## config.mk

```make
export PLATFORM = sky130hd
export DESIGN_NAME = uao_core
export DESIGN_NICKNAME = d
export VERILOG_FILES = /design/src/verilog/uao_pkg.sv /design/src/verilog/uao_core.sv
export SDC_FILE = /design/constraint.sdc
export NUM_CORES = 1
export LEC_CHECK = 0
export BUFFER_PORTS_ARGS = -buffer_cell sky130_fd_sc_hd__buf_2
export CORE_AREA = 2 2 209 129
export DETAILED_ROUTE_END_ITERATION = 8
export DIE_AREA = 0 0 211 131
export PLACE_DENSITY = 0.77
export SETUP_SLACK_MARGIN = 0.3
export SLEW_MARGIN = 20
export SYNTH_ARGS = -nofsm -noshare
export SYNTH_HDL_FRONTEND = slang
export SYNTH_SLANG_ARGS = --single-unit
```

## constraint.sdc

```tcl
create_clock -name ref_clk -period 12.4 [get_ports ref_clk]
set_input_delay 1.86 -clock ref_clk [delete_from_list [all_inputs] [get_ports ref_clk]]
set_output_delay 1.86 -clock ref_clk [all_outputs]
set_load 0.005 [all_outputs]
```

## src/verilog/uao_pkg.sv

```systemverilog
// Package for the unary ALU and halt block: map, fields, opcodes, bus carriers
package uao_pkg;

   localparam logic [7:0] UAO_OFS_CTRL   = 8'h00;
   localparam logic [7:0] UAO_OFS_ACCUM  = 8'h04;
   localparam logic [7:0] UAO_OFS_STATUS = 8'h08;
   localparam logic [7:0] UAO_OFS_WDOG   = 8'h0C;
   localparam logic [7:0] UAO_OFS_RESULT = 8'h10;
   localparam logic [7:0] UAO_OFS_MEM    = 8'h40;
   localparam logic [7:0] UAO_MEM_MASK   = 8'hC0;

   localparam int UAO_MEM_DEPTH = 16;
   localparam int UAO_CTRL_OP_LSB   = 0;
   localparam int UAO_CTRL_ADDR_LSB = 4;

   localparam int UAO_ST_ZERO  = 0;
   localparam int UAO_ST_CARRY = 1;
   localparam int UAO_ST_AUX   = 2;
   localparam int UAO_ST_PWRDN = 3;
   localparam int UAO_ST_TMOUT = 4;

   localparam logic [7:0] UAO_ACC_RST    = 8'h00;
   localparam logic [4:0] UAO_STATUS_RST = 5'h00;
   localparam logic [7:0] UAO_PRESC_LAST = 8'hFF;
   localparam logic [7:0] UAO_WDT_LAST   = 8'hFF;

   localparam logic [3:0] UAO_BCD_MAX   = 4'h9;
   localparam logic [7:0] UAO_ADJ_NONE  = 8'h00;
   localparam logic [7:0] UAO_ADJ_LOW   = 8'h06;
   localparam logic [7:0] UAO_ADJ_HIGH  = 8'h60;
   localparam logic [7:0] UAO_ADJ_BOTH  = 8'h66;

   localparam logic [1:0] UAO_RESP_OKAY   = 2'h0;
   localparam logic [1:0] UAO_RESP_SLVERR = 2'h2;

   typedef enum logic [2:0]
   {
      UAO_OP_NOP  = 3'b000,
      UAO_OP_INV   = 3'b001,
      UAO_OP_INVA  = 3'b010,
      UAO_OP_DAJ   = 3'b011,
      UAO_OP_SUB1  = 3'b100,
      UAO_OP_SUB1A = 3'b101,
      UAO_OP_HALT  = 3'b110,
      UAO_OP_ADD1  = 3'b111
   } uao_op_e;

   typedef struct packed
   {
      logic        awvalid;
      logic [7:0]  awaddr;
      logic        wvalid;
      logic [31:0] wdata;
      logic [3:0]  wstrb;
      logic        bready;
      logic        arvalid;
      logic [7:0]  araddr;
      logic        rready;
   } uao_axi_req_s;

   typedef struct packed
   {
      logic        awready;
      logic        wready;
      logic        bvalid;
      logic [1:0]  bresp;
      logic        arready;
      logic        rvalid;
      logic [31:0] rdata;
      logic [1:0]  rresp;
   } uao_axi_rsp_s;

endpackage

```

## src/verilog/uao_core.sv

```systemverilog
// Unary ALU operations, decimal adjust and halt with an AXI4-Lite register slave
`timescale 1ns/1ps

// Operation
// - Complement memory byte in place, update zero
// - Complement memory into accumulator, memory kept
// - Low nibble above nine or aux: add six
// - High nibble above nine or carry: add 60
// - Adjust adds one constant 00/06/60/66
// - Decimal adjust changes carry only, overflow sets it
// - Decimal adjust result goes to memory
// - Decrement memory byte in place, update zero
// - Decrement memory into accumulator, memory kept
// - Halt stops execution and system clock
// - Halt keeps memory, accumulator, result and the zero, carry and aux flags intact
// - Halt clears watchdog counter and prescaler
// - Halt sets power down, clears timeout only
// - Increment memory byte in place
module uao_core
   import uao_pkg::*;
(
   input  wire logic         ref_clk,
   input  wire logic         reset,
   input  wire uao_axi_req_s axi_req,
   output uao_axi_rsp_s      axi_rsp,
   input  wire logic         wake_up,
   output logic              sys_clk_en,
   output logic              halted
);

   typedef struct packed
   {
      logic                        aw_got;
      logic [7:0]                  aw_addr;
      logic                        w_got;
      logic [31:0]                 w_data;
      logic [3:0]                  w_strb;
      logic                        bvalid;
      logic [1:0]                  bresp;
      logic                        rvalid;
      logic [31:0]                 rdata;
      logic [1:0]                  rresp;
      logic [7:0]                  accumulator_reg;
      logic                        zero_flag;
      logic                        carry_flag;
      logic                        auxiliary_carry_flag;
      logic                        power_down_flag;
      logic                        watchdog_timeout_flag;
      logic [7:0]                  prescaler;
      logic [7:0]                  watchdog_counter;
      logic [7:0]                  result;
      logic                        halted;
      logic [UAO_MEM_DEPTH-1:0][7:0] mem;
   } uao_state_s;

   uao_state_s state_q;
   uao_state_s state_d;

   function automatic logic is_mem(input logic [7:0] addr);
      is_mem = (addr & UAO_MEM_MASK) == UAO_OFS_MEM;
   endfunction

   function automatic logic [3:0] mem_idx(input logic [7:0] addr);
      mem_idx = addr[5:2];
   endfunction

   function automatic logic is_mapped(input logic [7:0] addr);
      is_mapped = is_mem(addr) || addr == UAO_OFS_CTRL || addr == UAO_OFS_ACCUM
                  || addr == UAO_OFS_STATUS || addr == UAO_OFS_WDOG || addr == UAO_OFS_RESULT;
   endfunction

   logic       presc_tick;
   logic       wdt_expire;
   logic       do_write;
   logic [7:0] w_addr;
   logic       lane0;
   uao_op_e    op;
   logic [3:0] op_addr;
   logic [7:0] operand;
   logic [7:0] daj_adj;
   logic [8:0] daj_sum;
   logic       low_fix;
   logic       high_fix;
   logic [7:0] alu_out;
   logic       exec;

   always_comb
   begin
      state_d = state_q;

      // Write address and data are taken in either order, one write at a time
      if (axi_rsp.awready && axi_req.awvalid)
      begin
         state_d.aw_got  = 1'b1;
         state_d.aw_addr = axi_req.awaddr;
      end
      if (axi_rsp.wready && axi_req.wvalid)
      begin
         state_d.w_got  = 1'b1;
         state_d.w_data = axi_req.wdata;
         state_d.w_strb = axi_req.wstrb;
      end
      if (state_q.bvalid && axi_req.bready)
      begin
         state_d.bvalid = 1'b0;
      end

      do_write = state_q.aw_got && state_q.w_got && !state_q.bvalid;
      w_addr   = state_q.aw_addr;
      lane0    = state_q.w_strb[0];
      op       = uao_op_e'(state_q.w_data[UAO_CTRL_OP_LSB +: 3]);
      op_addr  = state_q.w_data[UAO_CTRL_ADDR_LSB +: 4];
      operand  = state_q.mem[op_addr];
      exec     = do_write && lane0 && w_addr == UAO_OFS_CTRL && !state_q.halted;

      low_fix  = state_q.accumulator_reg[3:0] > UAO_BCD_MAX || state_q.auxiliary_carry_flag;
      high_fix = state_q.accumulator_reg[7:4] > UAO_BCD_MAX || state_q.carry_flag;
      case ({high_fix, low_fix})
         2'b01:   daj_adj = UAO_ADJ_LOW;
         2'b10:   daj_adj = UAO_ADJ_HIGH;
         2'b11:   daj_adj = UAO_ADJ_BOTH;
         default: daj_adj = UAO_ADJ_NONE;
      endcase
      daj_sum = {1'b0, state_q.accumulator_reg} + {1'b0, daj_adj};

      case (op)
         UAO_OP_INV, UAO_OP_INVA:   alu_out = ~operand;
         UAO_OP_SUB1, UAO_OP_SUB1A: alu_out = operand - 8'h01;
         UAO_OP_ADD1:               alu_out = operand + 8'h01;
         UAO_OP_DAJ:              alu_out = daj_sum[7:0];
         default:                 alu_out = operand;
      endcase

      // Watchdog runs on a prescaled enable
      presc_tick = state_q.prescaler == UAO_PRESC_LAST;
      wdt_expire = presc_tick && state_q.watchdog_counter == UAO_WDT_LAST;
      state_d.prescaler = state_q.prescaler + 8'h01;
      if (presc_tick)
      begin
         state_d.watchdog_counter = state_q.watchdog_counter + 8'h01;
      end

      if (do_write)
      begin
         state_d.aw_got = 1'b0;
         state_d.w_got  = 1'b0;
         state_d.bvalid = 1'b1;
         state_d.bresp  = is_mapped(w_addr) ? UAO_RESP_OKAY : UAO_RESP_SLVERR;
         if (lane0)
         begin
            if (w_addr == UAO_OFS_ACCUM && !state_q.halted)
            begin
               state_d.accumulator_reg = state_q.w_data[7:0];
            end
            if (w_addr == UAO_OFS_STATUS && !state_q.halted)
            begin
               state_d.zero_flag             = state_q.w_data[UAO_ST_ZERO];
               state_d.carry_flag            = state_q.w_data[UAO_ST_CARRY];
               state_d.auxiliary_carry_flag  = state_q.w_data[UAO_ST_AUX];
               state_d.power_down_flag       = state_q.w_data[UAO_ST_PWRDN];
               state_d.watchdog_timeout_flag = state_q.w_data[UAO_ST_TMOUT];
            end
            if (w_addr == UAO_OFS_WDOG)
            begin
               state_d.prescaler        = 8'h00;
               state_d.watchdog_counter = 8'h00;
            end
            // Memory writes are ignored while halted; contents stay readable for inspection
            if (is_mem(w_addr) && !state_q.halted)
            begin
               state_d.mem[mem_idx(w_addr)] = state_q.w_data[7:0];
            end
         end
      end

      if (exec)
      begin
         case (op)
            UAO_OP_INV, UAO_OP_SUB1:
            begin
               state_d.mem[op_addr] = alu_out;
               state_d.zero_flag    = alu_out == 8'h00;
               state_d.result       = alu_out;
            end
            UAO_OP_INVA, UAO_OP_SUB1A:
            begin
               state_d.accumulator_reg = alu_out;
               state_d.zero_flag       = alu_out == 8'h00;
               state_d.result          = alu_out;
            end
            UAO_OP_ADD1:
            begin
               state_d.mem[op_addr] = alu_out;
               state_d.zero_flag    = alu_out == 8'h00;
               state_d.result       = alu_out;
            end
            UAO_OP_DAJ:
            begin
               state_d.mem[op_addr] = alu_out;
               state_d.carry_flag   = high_fix || daj_sum[8];
               state_d.result       = alu_out;
            end
            UAO_OP_HALT:
            begin
               state_d.halted                = 1'b1;
               state_d.prescaler             = 8'h00;
               state_d.watchdog_counter      = 8'h00;
               state_d.power_down_flag       = 1'b1;
               state_d.watchdog_timeout_flag = 1'b0;
            end
            default:
            begin
               state_d.result = state_q.result;
            end
         endcase
      end

      // Timeout event wins over a status write clear in the same cycle, but a halt in that cycle wins over it
      if (wdt_expire && !(exec && op == UAO_OP_HALT))
      begin
         state_d.watchdog_timeout_flag = 1'b1;
         state_d.halted                = 1'b0;
      end
      if (wake_up && state_q.halted)
      begin
         state_d.halted = 1'b0;
      end

      // Reads answer one cycle after acceptance
      if (state_q.rvalid && axi_req.rready)
      begin
         state_d.rvalid = 1'b0;
      end
      if (axi_rsp.arready && axi_req.arvalid)
      begin
         state_d.rvalid = 1'b1;
         state_d.rresp  = is_mapped(axi_req.araddr) ? UAO_RESP_OKAY : UAO_RESP_SLVERR;
         state_d.rdata  = 32'h0000_0000;
         if (is_mem(axi_req.araddr))
         begin
            state_d.rdata[7:0] = state_q.mem[mem_idx(axi_req.araddr)];
         end
         else
         begin
            case (axi_req.araddr)
               UAO_OFS_ACCUM:  state_d.rdata[7:0] = state_q.accumulator_reg;
               UAO_OFS_STATUS: state_d.rdata[4:0] = {state_q.watchdog_timeout_flag, state_q.power_down_flag,
                                                     state_q.auxiliary_carry_flag, state_q.carry_flag,
                                                     state_q.zero_flag};
               UAO_OFS_WDOG:   state_d.rdata[7:0] = state_q.watchdog_counter;
               UAO_OFS_RESULT: state_d.rdata[7:0] = state_q.result;
               default:        state_d.rdata      = 32'h0000_0000;
            endcase
         end
      end
   end

   always_ff @(posedge ref_clk or posedge reset)
   begin
      if (reset)
      begin
         state_q                 <= '0;
         state_q.accumulator_reg <= UAO_ACC_RST;
         {state_q.watchdog_timeout_flag, state_q.power_down_flag, state_q.auxiliary_carry_flag,
          state_q.carry_flag, state_q.zero_flag} <= UAO_STATUS_RST;
      end
      else
      begin
         state_q <= state_d;
      end
   end

   always_comb
   begin
      axi_rsp.awready = !state_q.aw_got && !state_q.bvalid;
      axi_rsp.wready  = !state_q.w_got && !state_q.bvalid;
      axi_rsp.bvalid  = state_q.bvalid;
      axi_rsp.bresp   = state_q.bresp;
      axi_rsp.arready = !state_q.rvalid;
      axi_rsp.rvalid  = state_q.rvalid;
      axi_rsp.rdata   = state_q.rdata;
      axi_rsp.rresp   = state_q.rresp;
   end

   assign sys_clk_en = !state_q.halted;
   assign halted     = state_q.halted;

endmodule // uao_core

```

==> impl_metrics.csv, run 1 <==
group,metric,value,unit
yosys,synth.distinct_cells,69,
sta,finalHoldViolations,0,
global_routing,grt_first_pass_wirelength,56900,um
yosys,syn_area_per_cell,10.3,um2
global_routing,antenna_found_initial,0,
setup_path,crit_start,"op_addr[1]",
setup_path,crit_path_end_kind,"flip-flop",
power,p_leak,6.09,nW
route,drc_errors,0,
worst_hold_path,min-delay-start,"state_q[132]",
placement,place_worst_setup_slack,7.52,ns
power,power_per_cell_area,219,mW/mm2
yosys,synth_top_area_share,38.7,%
sta,period_needed,4.93,ns
yosys,yosys.area.top_type,"dfrtp_1",
placement,place_inst,1540,
yosys,synth_area,0.0127,mm2
route,drt_first_iter_violations,1244,
yosys,synth_seq_cells,197,
layout,layout_commonest_cell,"dfrtp_1",
placement,dp_hpwl,25100,um
route,vias_per_cell,6.43,
sta,setup_viol,0,
route,drtPass1Iterations,6,
yosys,synth-async-reset-ratio,100,%
clocking,cts.sinks,197,
floorplanning,die_h,131,um
sta,rsz0062_at_grt,"false",
placement,gp_congestion,0.953,
global_routing,grt_start_max_net_pins,127,
job,cap_viol_max_count,0,
clocking,ctsHtreeMaxLevel,4,
layout,drive_gt1_share,25.8,%
clocking,post-cts-setup-buffers,0,
outcome,status,"finished clean",
setup_path,cp_data_required_time,12.73,ns
global_routing,first_global_vias,9395,
clocking,path_clk_slew,0.07,ns
yosys,synthTopCellsByArea,"dfrtp_1 39%, mux4_2 12%, mux2_2 9.6%, a21oi_1 5.3%, nor2_1 4.7%",
floorplanning,row_count,46,
floorplanning,boundaryPins,103,
clocking,cts.path.max_buffers,2,
floorplanning,fp.dieArea,0.0276,mm2
sta,skew,0.00822,ns
yosys,synthFlopType,"dfrtp_1",
yosys,ys_warn_count,0,
floorplanning,core_area,0.0258,mm2
setup_path,rrSetupSlack,7.47,ns
route,routedWlPerCell,23.7,um
sta,fmax,0.203,GHz
sta,fin_crit_sh,39.8,%
sta,fin_ws,7.47,ns
setup_path,cp.arrival,5.26,ns
layout,layout_common_cells,"195 x dfrtp_1, 156 x nor2_1, 136 x a21oi_1, 109 x mux2_2, 74 x nand2_1",
layout,n_antenna_cell,0,
power,peakVddDrop,0.196,mV
setup_path,start_kind,"flip-flop",
clocking,clk_latency,0.46,ns
layout,instances_no_fill,1569,
layout,syn_to_final_growth,6.93,%
route,wirelength,37200,um
floorplanning,start_util,49.3,%
route,ant_nets,0,
clocking,clockRootBuffer,"clkbuf_16",
yosys,synth_edf_count,0,
floorplanning,die_w,211,um
placement,portBuffers,49,
global_routing,grtUsageTotal,27.8,%
clocking,holdBufCountCts,0,
sta,fin_setup_tns,0,ns
setup_path,path_class,"flip-flop to flip-flop",
clocking,cts_tree,"built",
yosys,syn_inst,1230,
clocking,cts_resized,0,
layout,layout.nets,1297,
sta,slew_violations,0,
sta,slew_headroom,20.3,%
clocking,numCtsBuffers,17,
route,vias,10081,
setup_path,cp_max_fo,45,
worst_hold_path,hp-class,"flip-flop to flip-flop",
sta,tightestPinTransition,1.19,ns
setup_path,timing.rr.start,"op_addr[1]",
layout,final_util,52.7,%
yosys,seq_area_frac_synth,38.7,%
global_routing,grt_overflow_total,0,
[final cells by class]
class	count	area (um2)
well taps	336	420
clock inverters	6	30.0
inverters	14	60.1
repair buffers	79	470
fillers	2205	12200
multi-input cells	914	7210
clock buffers	23	488
flip-flops and latches	197	4930
[cells in the mapped netlist (6+ instances only)]
master,number
a211oi_1,43
a21oi_1,136
a21oi_4,10
a222oi_1,8
a31oi_1,6
a41oi_1,6
buf_1,7
buf_2,15
buf_4,40
clkbuf_1,65
dfrtp_1,197
ha_1,12
inv_1,12
mux2_2,109
mux2i_1,21
mux4_2,67
nand2_1,74
nand2b_1,10
nand3_1,13
nor2_1,160
nor2b_1,52
nor3_1,10
o21ai_0,35
xnor2_1,10
xor2_1,12
[per-layer routing]
| metal | share of wire, % | up-vias | global-route usage, % |
|---|---|---|---|
| li1 | - | 4407 | - |
| met1 | 43 | 4947 | 40.6 |
| met2 | 40 | 664 | 37.2 |
| met3 | 15 | 63 | 11.3 |
| met4 | 2.1 | 0 | 8.57 |
| met5 | 0 | - | 0 |
[final timing paths]
| check | endpoint | cells after the start |
|---|---|---|
| worst max-delay path | state_q[165] | 11 |
| worst min-delay path | state_q[132] | 2 |
| worst max register to register | state_q[165] | 11 |
| worst min register to register | state_q[132] | 2 |
| max in group asynchronous | axi_rsp[34] | 3 |
| min in group asynchronous | axi_rsp[38] | 2 |
[power breakdown]
part	internal (mW)	total (mW)	switching (mW)
Clock	0.272	0.514	0.242
Combinational	0.554	1.50	0.949
Sequential	0.798	0.958	0.160
[logic make-up after synthesis]
group	after synthesis	synth area share, %
other	1	0.0295
buffers and inverters	144	5.82
AOI/OAI and AO/OA	291	15.1
xor gates and xnor gates	22	1.51
and+or+nand+nor	358	13.1
adders and majority gates	14	1.49
DFF	197	38.7
muxes	203	24.3
[through the flow]
stage	hold slack (ns)	power, mW	area (um2)
6_report	0.486	2.97	13600
5_1_grt	0.510	3.11	13600
4_1_cts	0.486	2.91	13600
3_5_place_dp	0.471	2.39	13000
3_3_place_gp	0.461	2.34	13000
2_1_floorplan	0.447	1.99	12800
[state kept, by name, summed over array words and instances, names as in the netlist]
name / count
w_addr: 8
op: 3
state_q: 168
op_addr: 4
axi_rsp: 12
lane0: 1
halted: 1
[critical path: stages, from the launching register on]
cell	delay (ns)
dfrtp_2	0.54
buf_4	0.60
mux4_2	0.60
mux2i_1	0.63
mux2i_1	0.34
ha_1	0.43
nand4_1	0.16
or3_1	0.39
a211oi_1	0.28
a211o_1	0.15
buf_4	0.42
o21ai_0	0.17
No activity file was read; power rests on OpenSTA's default activity.
==> run 2, diff against run 1 <==
--- a/config.mk
+++ b/config.mk
@@ -5,6 +5,7 @@
 export SDC_FILE = /design/constraint.sdc
 export NUM_CORES = 1
 export LEC_CHECK = 0
+export ABC_AREA = 1
 export BUFFER_PORTS_ARGS = -buffer_cell sky130_fd_sc_hd__buf_2
 export CORE_AREA = 2 2 209 129
 export DETAILED_ROUTE_END_ITERATION = 8
==> constraint.sdc (replaced) <==
create_clock -name ref_clk -period 4.86 [get_ports ref_clk]
set_input_delay 0.729 -clock ref_clk [delete_from_list [all_inputs] [get_ports ref_clk]]
set_output_delay 0.729 -clock ref_clk [all_outputs]
set_load 0.005 [all_outputs]
==> run 2 against run 1 <==
  * Via count rose by 29%
  * Area after synthesis fell by 0.56%
  * First-iteration DRC count rose by 57%
  * Clock-buffer cell count fell by 5
  * Global-route usage rose by 6.2 points
  * Design area barely moved
  * Final cell count rose by 37%
  * Sequential power rose to 2.6 times the previous value
  * Sequential cell count did not move
  * Setup slack got worse by 6.8 ns
  * Die area did not move
  * Critical endpoint is now state_q[6]
==> impl_metrics.csv, run 2 <==
group,metric,value,unit
yosys,synthTopCellsByCount,"498 x nand2_1, 197 x dfrtp_1, 192 x inv_1",
power,p_leak,6.63,nW
floorplanning,die_h,131,um
sta,fin_setup_tns,0,ns
sta,rsz0062_at_grt,"false",
layout,layout_common_cells,"498 x nand2_1, 197 x dfrtp_1, 190 x inv_1, 165 x o21ai_0, 140 x nor2_1",
yosys,synth-async-reset-ratio,100,%
yosys,synthFlopType,"dfrtp_1",
yosys,synth_edf_count,0,
yosys,yosysMostFrequentCell,"nand2_1",
clocking,clockRootBuffer,"clkbuf_16",
global_routing,antenna_found_initial,0,
yosys,synth_area,0.0127,mm2
global_routing,grtUsageTotal,34.0,%
setup_path,slowest_stage,"dfrtp_1",
clocking,cts.path.max_buffers,2,
setup_path,rrSetupSlack,0.62,ns
power,finalPower,8.77,mW
setup_path,critPathMaxStageDelay,0.63,ns
global_routing,grt_overflow_total,0,
yosys,ys_warn_count,0,
route,routedWlPerCell,21.6,um
clocking,clk_latency,0.47,ns
setup_path,cp_max_fo,10,
yosys,synth_seq_cells,197,
clocking,path_clk_slew,0.08,ns
placement,gp_congestion,1.03,
sta,slew_violations,0,
clocking,cts_tree,"built",
floorplanning,core_area,0.0258,mm2
yosys,synthTopCellsByArea,"dfrtp_1 39%, nand2_1 15%, o21ai_0 6.5%, inv_1 5.7%, a21oi_1 4.6%",
route,vias_per_cell,6.05,
setup_path,crit_buf_inv,6,
route,drtPass1Iterations,7,
layout,nFillCells,2520,
power,peakVddDrop,0.515,mV
setup_path,path_cells,"buf_4, inv_2, nor2_1, buf_4, a22oi_1, nand2_1, nand2_1, nand2_1, nor2_1, inv_1, ha_1, a21o_1, nand2_1, nand4_1, nand3_1, o21ai_0, inv_1, nand2_1, nor2_2, buf_4, o21ai_0",
layout,largest_reg_flops,168,
placement,dp_hpwl,33200,um
layout,instances_no_fill,2143,
sta,slew_headroom,14.5,%
yosys,syn_area_per_cell,7.10,um2
layout,layout.nets,1869,
layout,syn_to_final_growth,7.54,%
route,ant_nets,0,
clocking,cts.sinks,197,
sta,fin_crit_sh,87.2,%
global_routing,grt_start_max_net_pins,182,
placement,portBuffers,49,
placement,place_worst_setup_slack,0.797,ns
yosys,yosys.area.top_type,"dfrtp_1",
floorplanning,start_util,49.0,%
sta,tightestPinTransition,1.27,ns
clocking,cts_resized,0,
clocking,post-cts-setup-buffers,0,
floorplanning,row_count,46,
floorplanning,boundaryPins,103,
sta,fmax,0.236,GHz
layout,design_area,0.0136,mm2
setup_path,cp.arrival,4.57,ns
sta,period_needed,4.24,ns
sta,fin_ws,0.621,ns
yosys,synth.distinct_cells,51,
yosys,seq_area_frac_synth,38.9,%
floorplanning,die_w,211,um
outcome,status,"finished clean",
route,drc_errors,0,
setup_path,start_kind,"flip-flop",
sta,skew,0.0121,ns
floorplanning,fp.dieArea,0.0276,mm2
power,power_per_cell_area,644,mW/mm2
route,vias,12957,
placement,placed_cell_area,0.0130,mm2
worst_hold_path,hp-class,"input port to async pin",
setup_path,path_delay_family,"simple AND/OR/NAND/NOR gates",
job,cap_viol_max_count,0,
clocking,numCtsBuffers,17,
sta,timing.hold.ws,0.252,ns
layout,layout_commonest_cell,"nand2_1",
route,drt_first_iter_violations,1947,
sta,setup_viol,0,
setup_path,crit_path_end_kind,"flip-flop",
setup_path,cp_common_cell,"nand2_1",
setup_path,cp_data_required_time,5.19,ns
yosys,syn_inst,1784,
global_routing,grt_first_pass_wirelength,69400,um
yosys,synth_top_area_share,38.9,%
sta,finalHoldViolations,0,
layout,drive_gt1_share,8.41,%
placement,place_inst,2112,
layout,final_util,52.7,%
clocking,holdBufCountCts,0,
clocking,ctsHtreeMaxLevel,4,
layout,largest_register,"state_q",
route,wirelength,46300,um
global_routing,first_global_vias,11778,
setup_path,path_class,"flip-flop to flip-flop",
layout,n_antenna_cell,0,
-- run 2: cell types whose count changed after synthesis, moves of 26 or more --
| cell | previous run | this run |
|---|---|---|
| a211oi_1 | 43 | 4 |
| a22oi_1 | 0 | 48 |
| clkbuf_1 | 65 | 39 |
| inv_1 | 12 | 192 |
| mux2_2 | 109 | 2 |
| mux4_2 | 67 | 0 |
| nand2_1 | 74 | 498 |
| nand3_1 | 13 | 41 |
| nor2b_1 | 52 | 0 |
| o211ai_1 | 5 | 75 |
| o21ai_0 | 35 | 165 |
| o21ai_1 | 1 | 41 |
-- run 2: layout make-up --
type                       count  area (um2)  share of cell area [%]
tap                          336         420                    3.09
clock buffer                  18         439                    3.23
sequential                   197        4930                    36.2
multi-input combinational   1295        6390                    47.0
inverter                     204         769                    5.65
clock inverter                13         169                    1.24
timing repair buffer          80         490                    3.60
-- run 2: report_power, final --
group / switching [mW] / leakage (nW) / total [mW] / internal, mW
sequential: 0.410 / 2.63 / 2.52 / 2.11
combinational: 3.49 / 3.70 / 4.73 / 1.24
clock: 0.726 / 0.297 / 1.52 / 0.790
-- run 2: kinds of logic after synthesis --
family,Yosys count,synth area share (%)
and+or+nand+nor,739,23.9
AOI/OAI and AO/OA,509,23.8
buffers and inverters,317,11.3
DFF,197,38.9
adders and majority gates,14,1.50
xor gates and xnor gates,4,0.277
muxes,3,0.257
other,1,0.0296
-- run 2: routing by layer --
metal / up-vias / wire length [um] / global-route usage (%)
li1: 5922 / - / -
met1: 6049 / 19200 / 47.4
met2: 872 / 18400 / 46.5
met3: 112 / 7230 / 14.1
met4: 2 / 1400 / 12.7
met5: - / 79 / 2.07
-- run 2: final timing paths --
| kind | start | endpoint | depth (start not counted) |
|---|---|---|---|
| worst min register to register | state_q[145] | state_q[145] | 1 |
| worst min-delay path | reset | state_q[63] | 2 |
| max in group asynchronous | reset | state_q[12] | 3 |
| worst max-delay path | op_addr[1] | state_q[6] | 21 |
| min in group ref_clk | axi_req[10] | axi_rsp[38] | 2 |
| worst max register to register | op_addr[1] | state_q[6] | 21 |
==> run 3, diff against run 2 <==
--- a/config.mk
+++ b/config.mk
@@ -10,7 +10,7 @@
 export CORE_AREA = 2 2 209 129
 export DETAILED_ROUTE_END_ITERATION = 8
 export DIE_AREA = 0 0 211 131
-export PLACE_DENSITY = 0.77
+export PLACE_DENSITY = 0.79
 export SETUP_SLACK_MARGIN = 0.3
 export SLEW_MARGIN = 20
 export SYNTH_ARGS = -nofsm -noshare
==> constraint.sdc (replaced) <==
create_clock -name ref_clk -period 3.55 [get_ports ref_clk]
set_input_delay 0.5325 -clock ref_clk [delete_from_list [all_inputs] [get_ports ref_clk]]
set_output_delay 0.5325 -clock ref_clk [all_outputs]
set_load 0.005 [all_outputs]
==> run 3 against run 2 <==
  * Clock power is 28% higher
  * Largest power group unchanged
  * Register-to-register slack worse by 0.32 ns
  * First-iteration DRC count is 9.0% lower
  * Hold slack worse by 0.019 ns
  * Global-route usage is 2.2 points higher
  * Largest cell class unchanged
  * Via count is 2.0% higher
==> impl_metrics.csv, run 3 (synthesis results as in run 2) <==
group,metric,value,unit
setup_path,path_cells,"nor2_1, buf_4, nand2_1, nand2_1, nor2_4, inv_1, ha_1, a21oi_1, nand2_1, or2_0, nand2_1, nand2_2, buf_4, o21ai_0, inv_1",
clocking,cts.path.max_buffers,2,
clocking,clk_latency,0.47,ns
power,p_leak,6.91,nW
placement,dp_hpwl,35200,um
sta,rsz0062_at_grt,"true",
worst_hold_path,hp-class,"input port to flip-flop",
setup_path,cp_common_cell,"nand2_1",
setup_path,path_depth,15,
setup_path,crit_path_end_kind,"flip-flop",
route,routedWlPerCell,22.6,um
setup_path,path_delay_family,"simple AND/OR/NAND/NOR gates",
layout,design_area,0.0142,mm2
route,drc_errors,0,
floorplanning,row_count,46,
clocking,clockRootBuffer,"clkbuf_16",
job,cap_viol_max_count,0,
setup_path,timing.rr.start,"op_addr[3]",
route,vias_per_cell,6.03,
setup_path,crit_start,"op_addr[3]",
outcome,status,"finished clean",
placement,placed_cell_area,0.0134,mm2
clocking,cts_tree,"built",
route,ant_nets,0,
floorplanning,die_w,211,um
sta,finalHoldViolations,0,
global_routing,grt_first_pass_wirelength,73200,um
layout,largest_register,"state_q",
sta,slew_headroom,20.9,%
sta,fmax,0.307,GHz
clocking,ctsHtreeMaxLevel,4,
clocking,path_clk_slew,0.08,ns
sta,fin_setup_tns,0,ns
global_routing,antenna_found_initial,1,
setup_path,crit_path_end,"state_q[19]",
sta,fin_crit_sh,91.6,%
layout,drive_gt1_share,12.6,%
layout,n_antenna_cell,0,
floorplanning,boundaryPins,103,
setup_path,rrSetupSlack,0.30,ns
layout,syn_to_final_growth,12.5,%
route,wirelength,49400,um
setup_path,critPathMaxStageDelay,0.59,ns
floorplanning,fp.dieArea,0.0276,mm2
setup_path,start_kind,"flip-flop",
clocking,holdBufCountCts,0,
sta,setup_viol,0,
setup_path,crit-reg2reg-capture,"state_q[19]",
layout,layout_commonest_cell,"nand2_1",
global_routing,grt_overflow_total,0,
global_routing,grtUsageTotal,36.2,%
power,peakVddDrop,0.624,mV
floorplanning,start_util,49.0,%
setup_path,crit_buf_inv,4,
sta,period_needed,3.25,ns
clocking,numCtsBuffers,17,
power,power_per_cell_area,924,mW/mm2
placement,portBuffers,49,
sta,tightestPinTransition,1.17,ns
global_routing,first_global_vias,11862,
setup_path,path_class,"flip-flop to flip-flop",
placement,gp_congestion,1.01,
layout,layout.nets,1918,
setup_path,cp_data_required_time,3.91,ns
layout,largest_reg_flops,168,
route,drtPass1Iterations,9,
route,vias,13218,
floorplanning,die_h,131,um
global_routing,grt_start_max_net_pins,136,
setup_path,slowest_stage,"nor2_1",
route,drt_first_iter_violations,1771,
clocking,cts.sinks,197,
sta,slew_violations,0,
layout,final_util,55.1,%
setup_path,cp.arrival,3.61,ns
floorplanning,core_area,0.0258,mm2
sta,skew,0.0136,ns
layout,nFillCells,2475,
setup_path,cp_max_fo,7,
worst_hold_path,min-delay-start,"axi_req[10]",
setup_path,r2r_cells,15,
layout,layout_common_cells,"487 x nand2_1, 193 x dfrtp_1, 186 x inv_1, 160 x o21ai_0, 135 x nor2_1",
run 3: cell types whose count changed in the layout (fill, tap and decap cells not counted), moves of 5 or more:
cell / delta
buf_4: +33
nand2_1: -11
nand2_2: +11
buf_12: +7
buf_6: +7
nor2_4: +6
nor2_1: -5
o21ai_0: -5
o21ai_1: +5
run 3: repair_timing:
action / 4_1_cts / 5_1_grt
setup endpoints to repair: 59 / 108
buffers inserted: 2 / 8
gates resized for setup: 13 / 49
gates cloned: 1 / 0
pin swaps: 1 / 22
run 3: worst min path at each step:
| stage | end | slack, ns | cells after the start |
|---|---|---|---|
| floorplan | state_q[145] | 0.43 | 1 |
| global placement | state_q[145] | 0.45 | 1 |
| detailed placement | state_q[145] | 0.46 | 1 |
| CTS | axi_rsp[38] | 0.23 | 2 |
| global route | axi_rsp[38] | 0.25 | 2 |
| finish | axi_rsp[38] | 0.23 | 2 |
run 3: worst reg2reg max path: stages (launching register included):
cell and delay [ns]:
dfrtp_1 0.41, nor2_1 0.59, buf_4 0.24, nand2_1 0.10, nand2_1 0.17, nor2_4 0.07, inv_1 0.07, ha_1 0.29
a21oi_1 0.21, nand2_1 0.13, or2_0 0.21, nand2_1 0.09, nand2_2 0.15, buf_4 0.21, o21ai_0 0.16, inv_1 0.06
run 3: final cells by class:
type / instances / area (um2) / area share, %
clock buffer: 19 / 443 / 3.11
clock inverter: 12 / 118 / 0.826
sequential: 197 / 4930 / 34.7
multi-input combinational: 1295 / 6540 / 45.9
tap: 336 / 420 / 2.95
inverter: 204 / 782 / 5.49
timing repair buffer: 129 / 1000 / 7.06
run 3: where the power goes:
group          switching (mW)  total [mW]  internal (mW)
Clock                    1.01        1.95          0.944
Combinational            5.25        7.71           2.46
Sequential              0.597        3.48           2.89
Total                    6.86        13.2           6.29
run 3: layer usage:
| metal | GRT usage, % | wire length (um) | share of wire, % |
|---|---|---|---|
| met1 | 51.4 | 20800 | 42 |
| met2 | 50.5 | 19600 | 40 |
| met3 | 12.5 | 7210 | 15 |
| met4 | 14.0 | 1830 | 3.7 |
| met5 | 0 | 0 | 0 |
run 3: per-stage QoR:
stage          cells  setup WS [ns]  hold WS, ns  total power, mW
6_report        2192          0.297        0.233             13.2
5_1_grt         2192          0.192        0.255             13.7
4_1_cts         2184          0.338        0.225             12.5
3_5_place_dp    2150          0.123        0.460             10.4
3_3_place_gp    2150          0.219        0.447             10.3
2_1_floorplan   1809          0.471        0.432             7.36
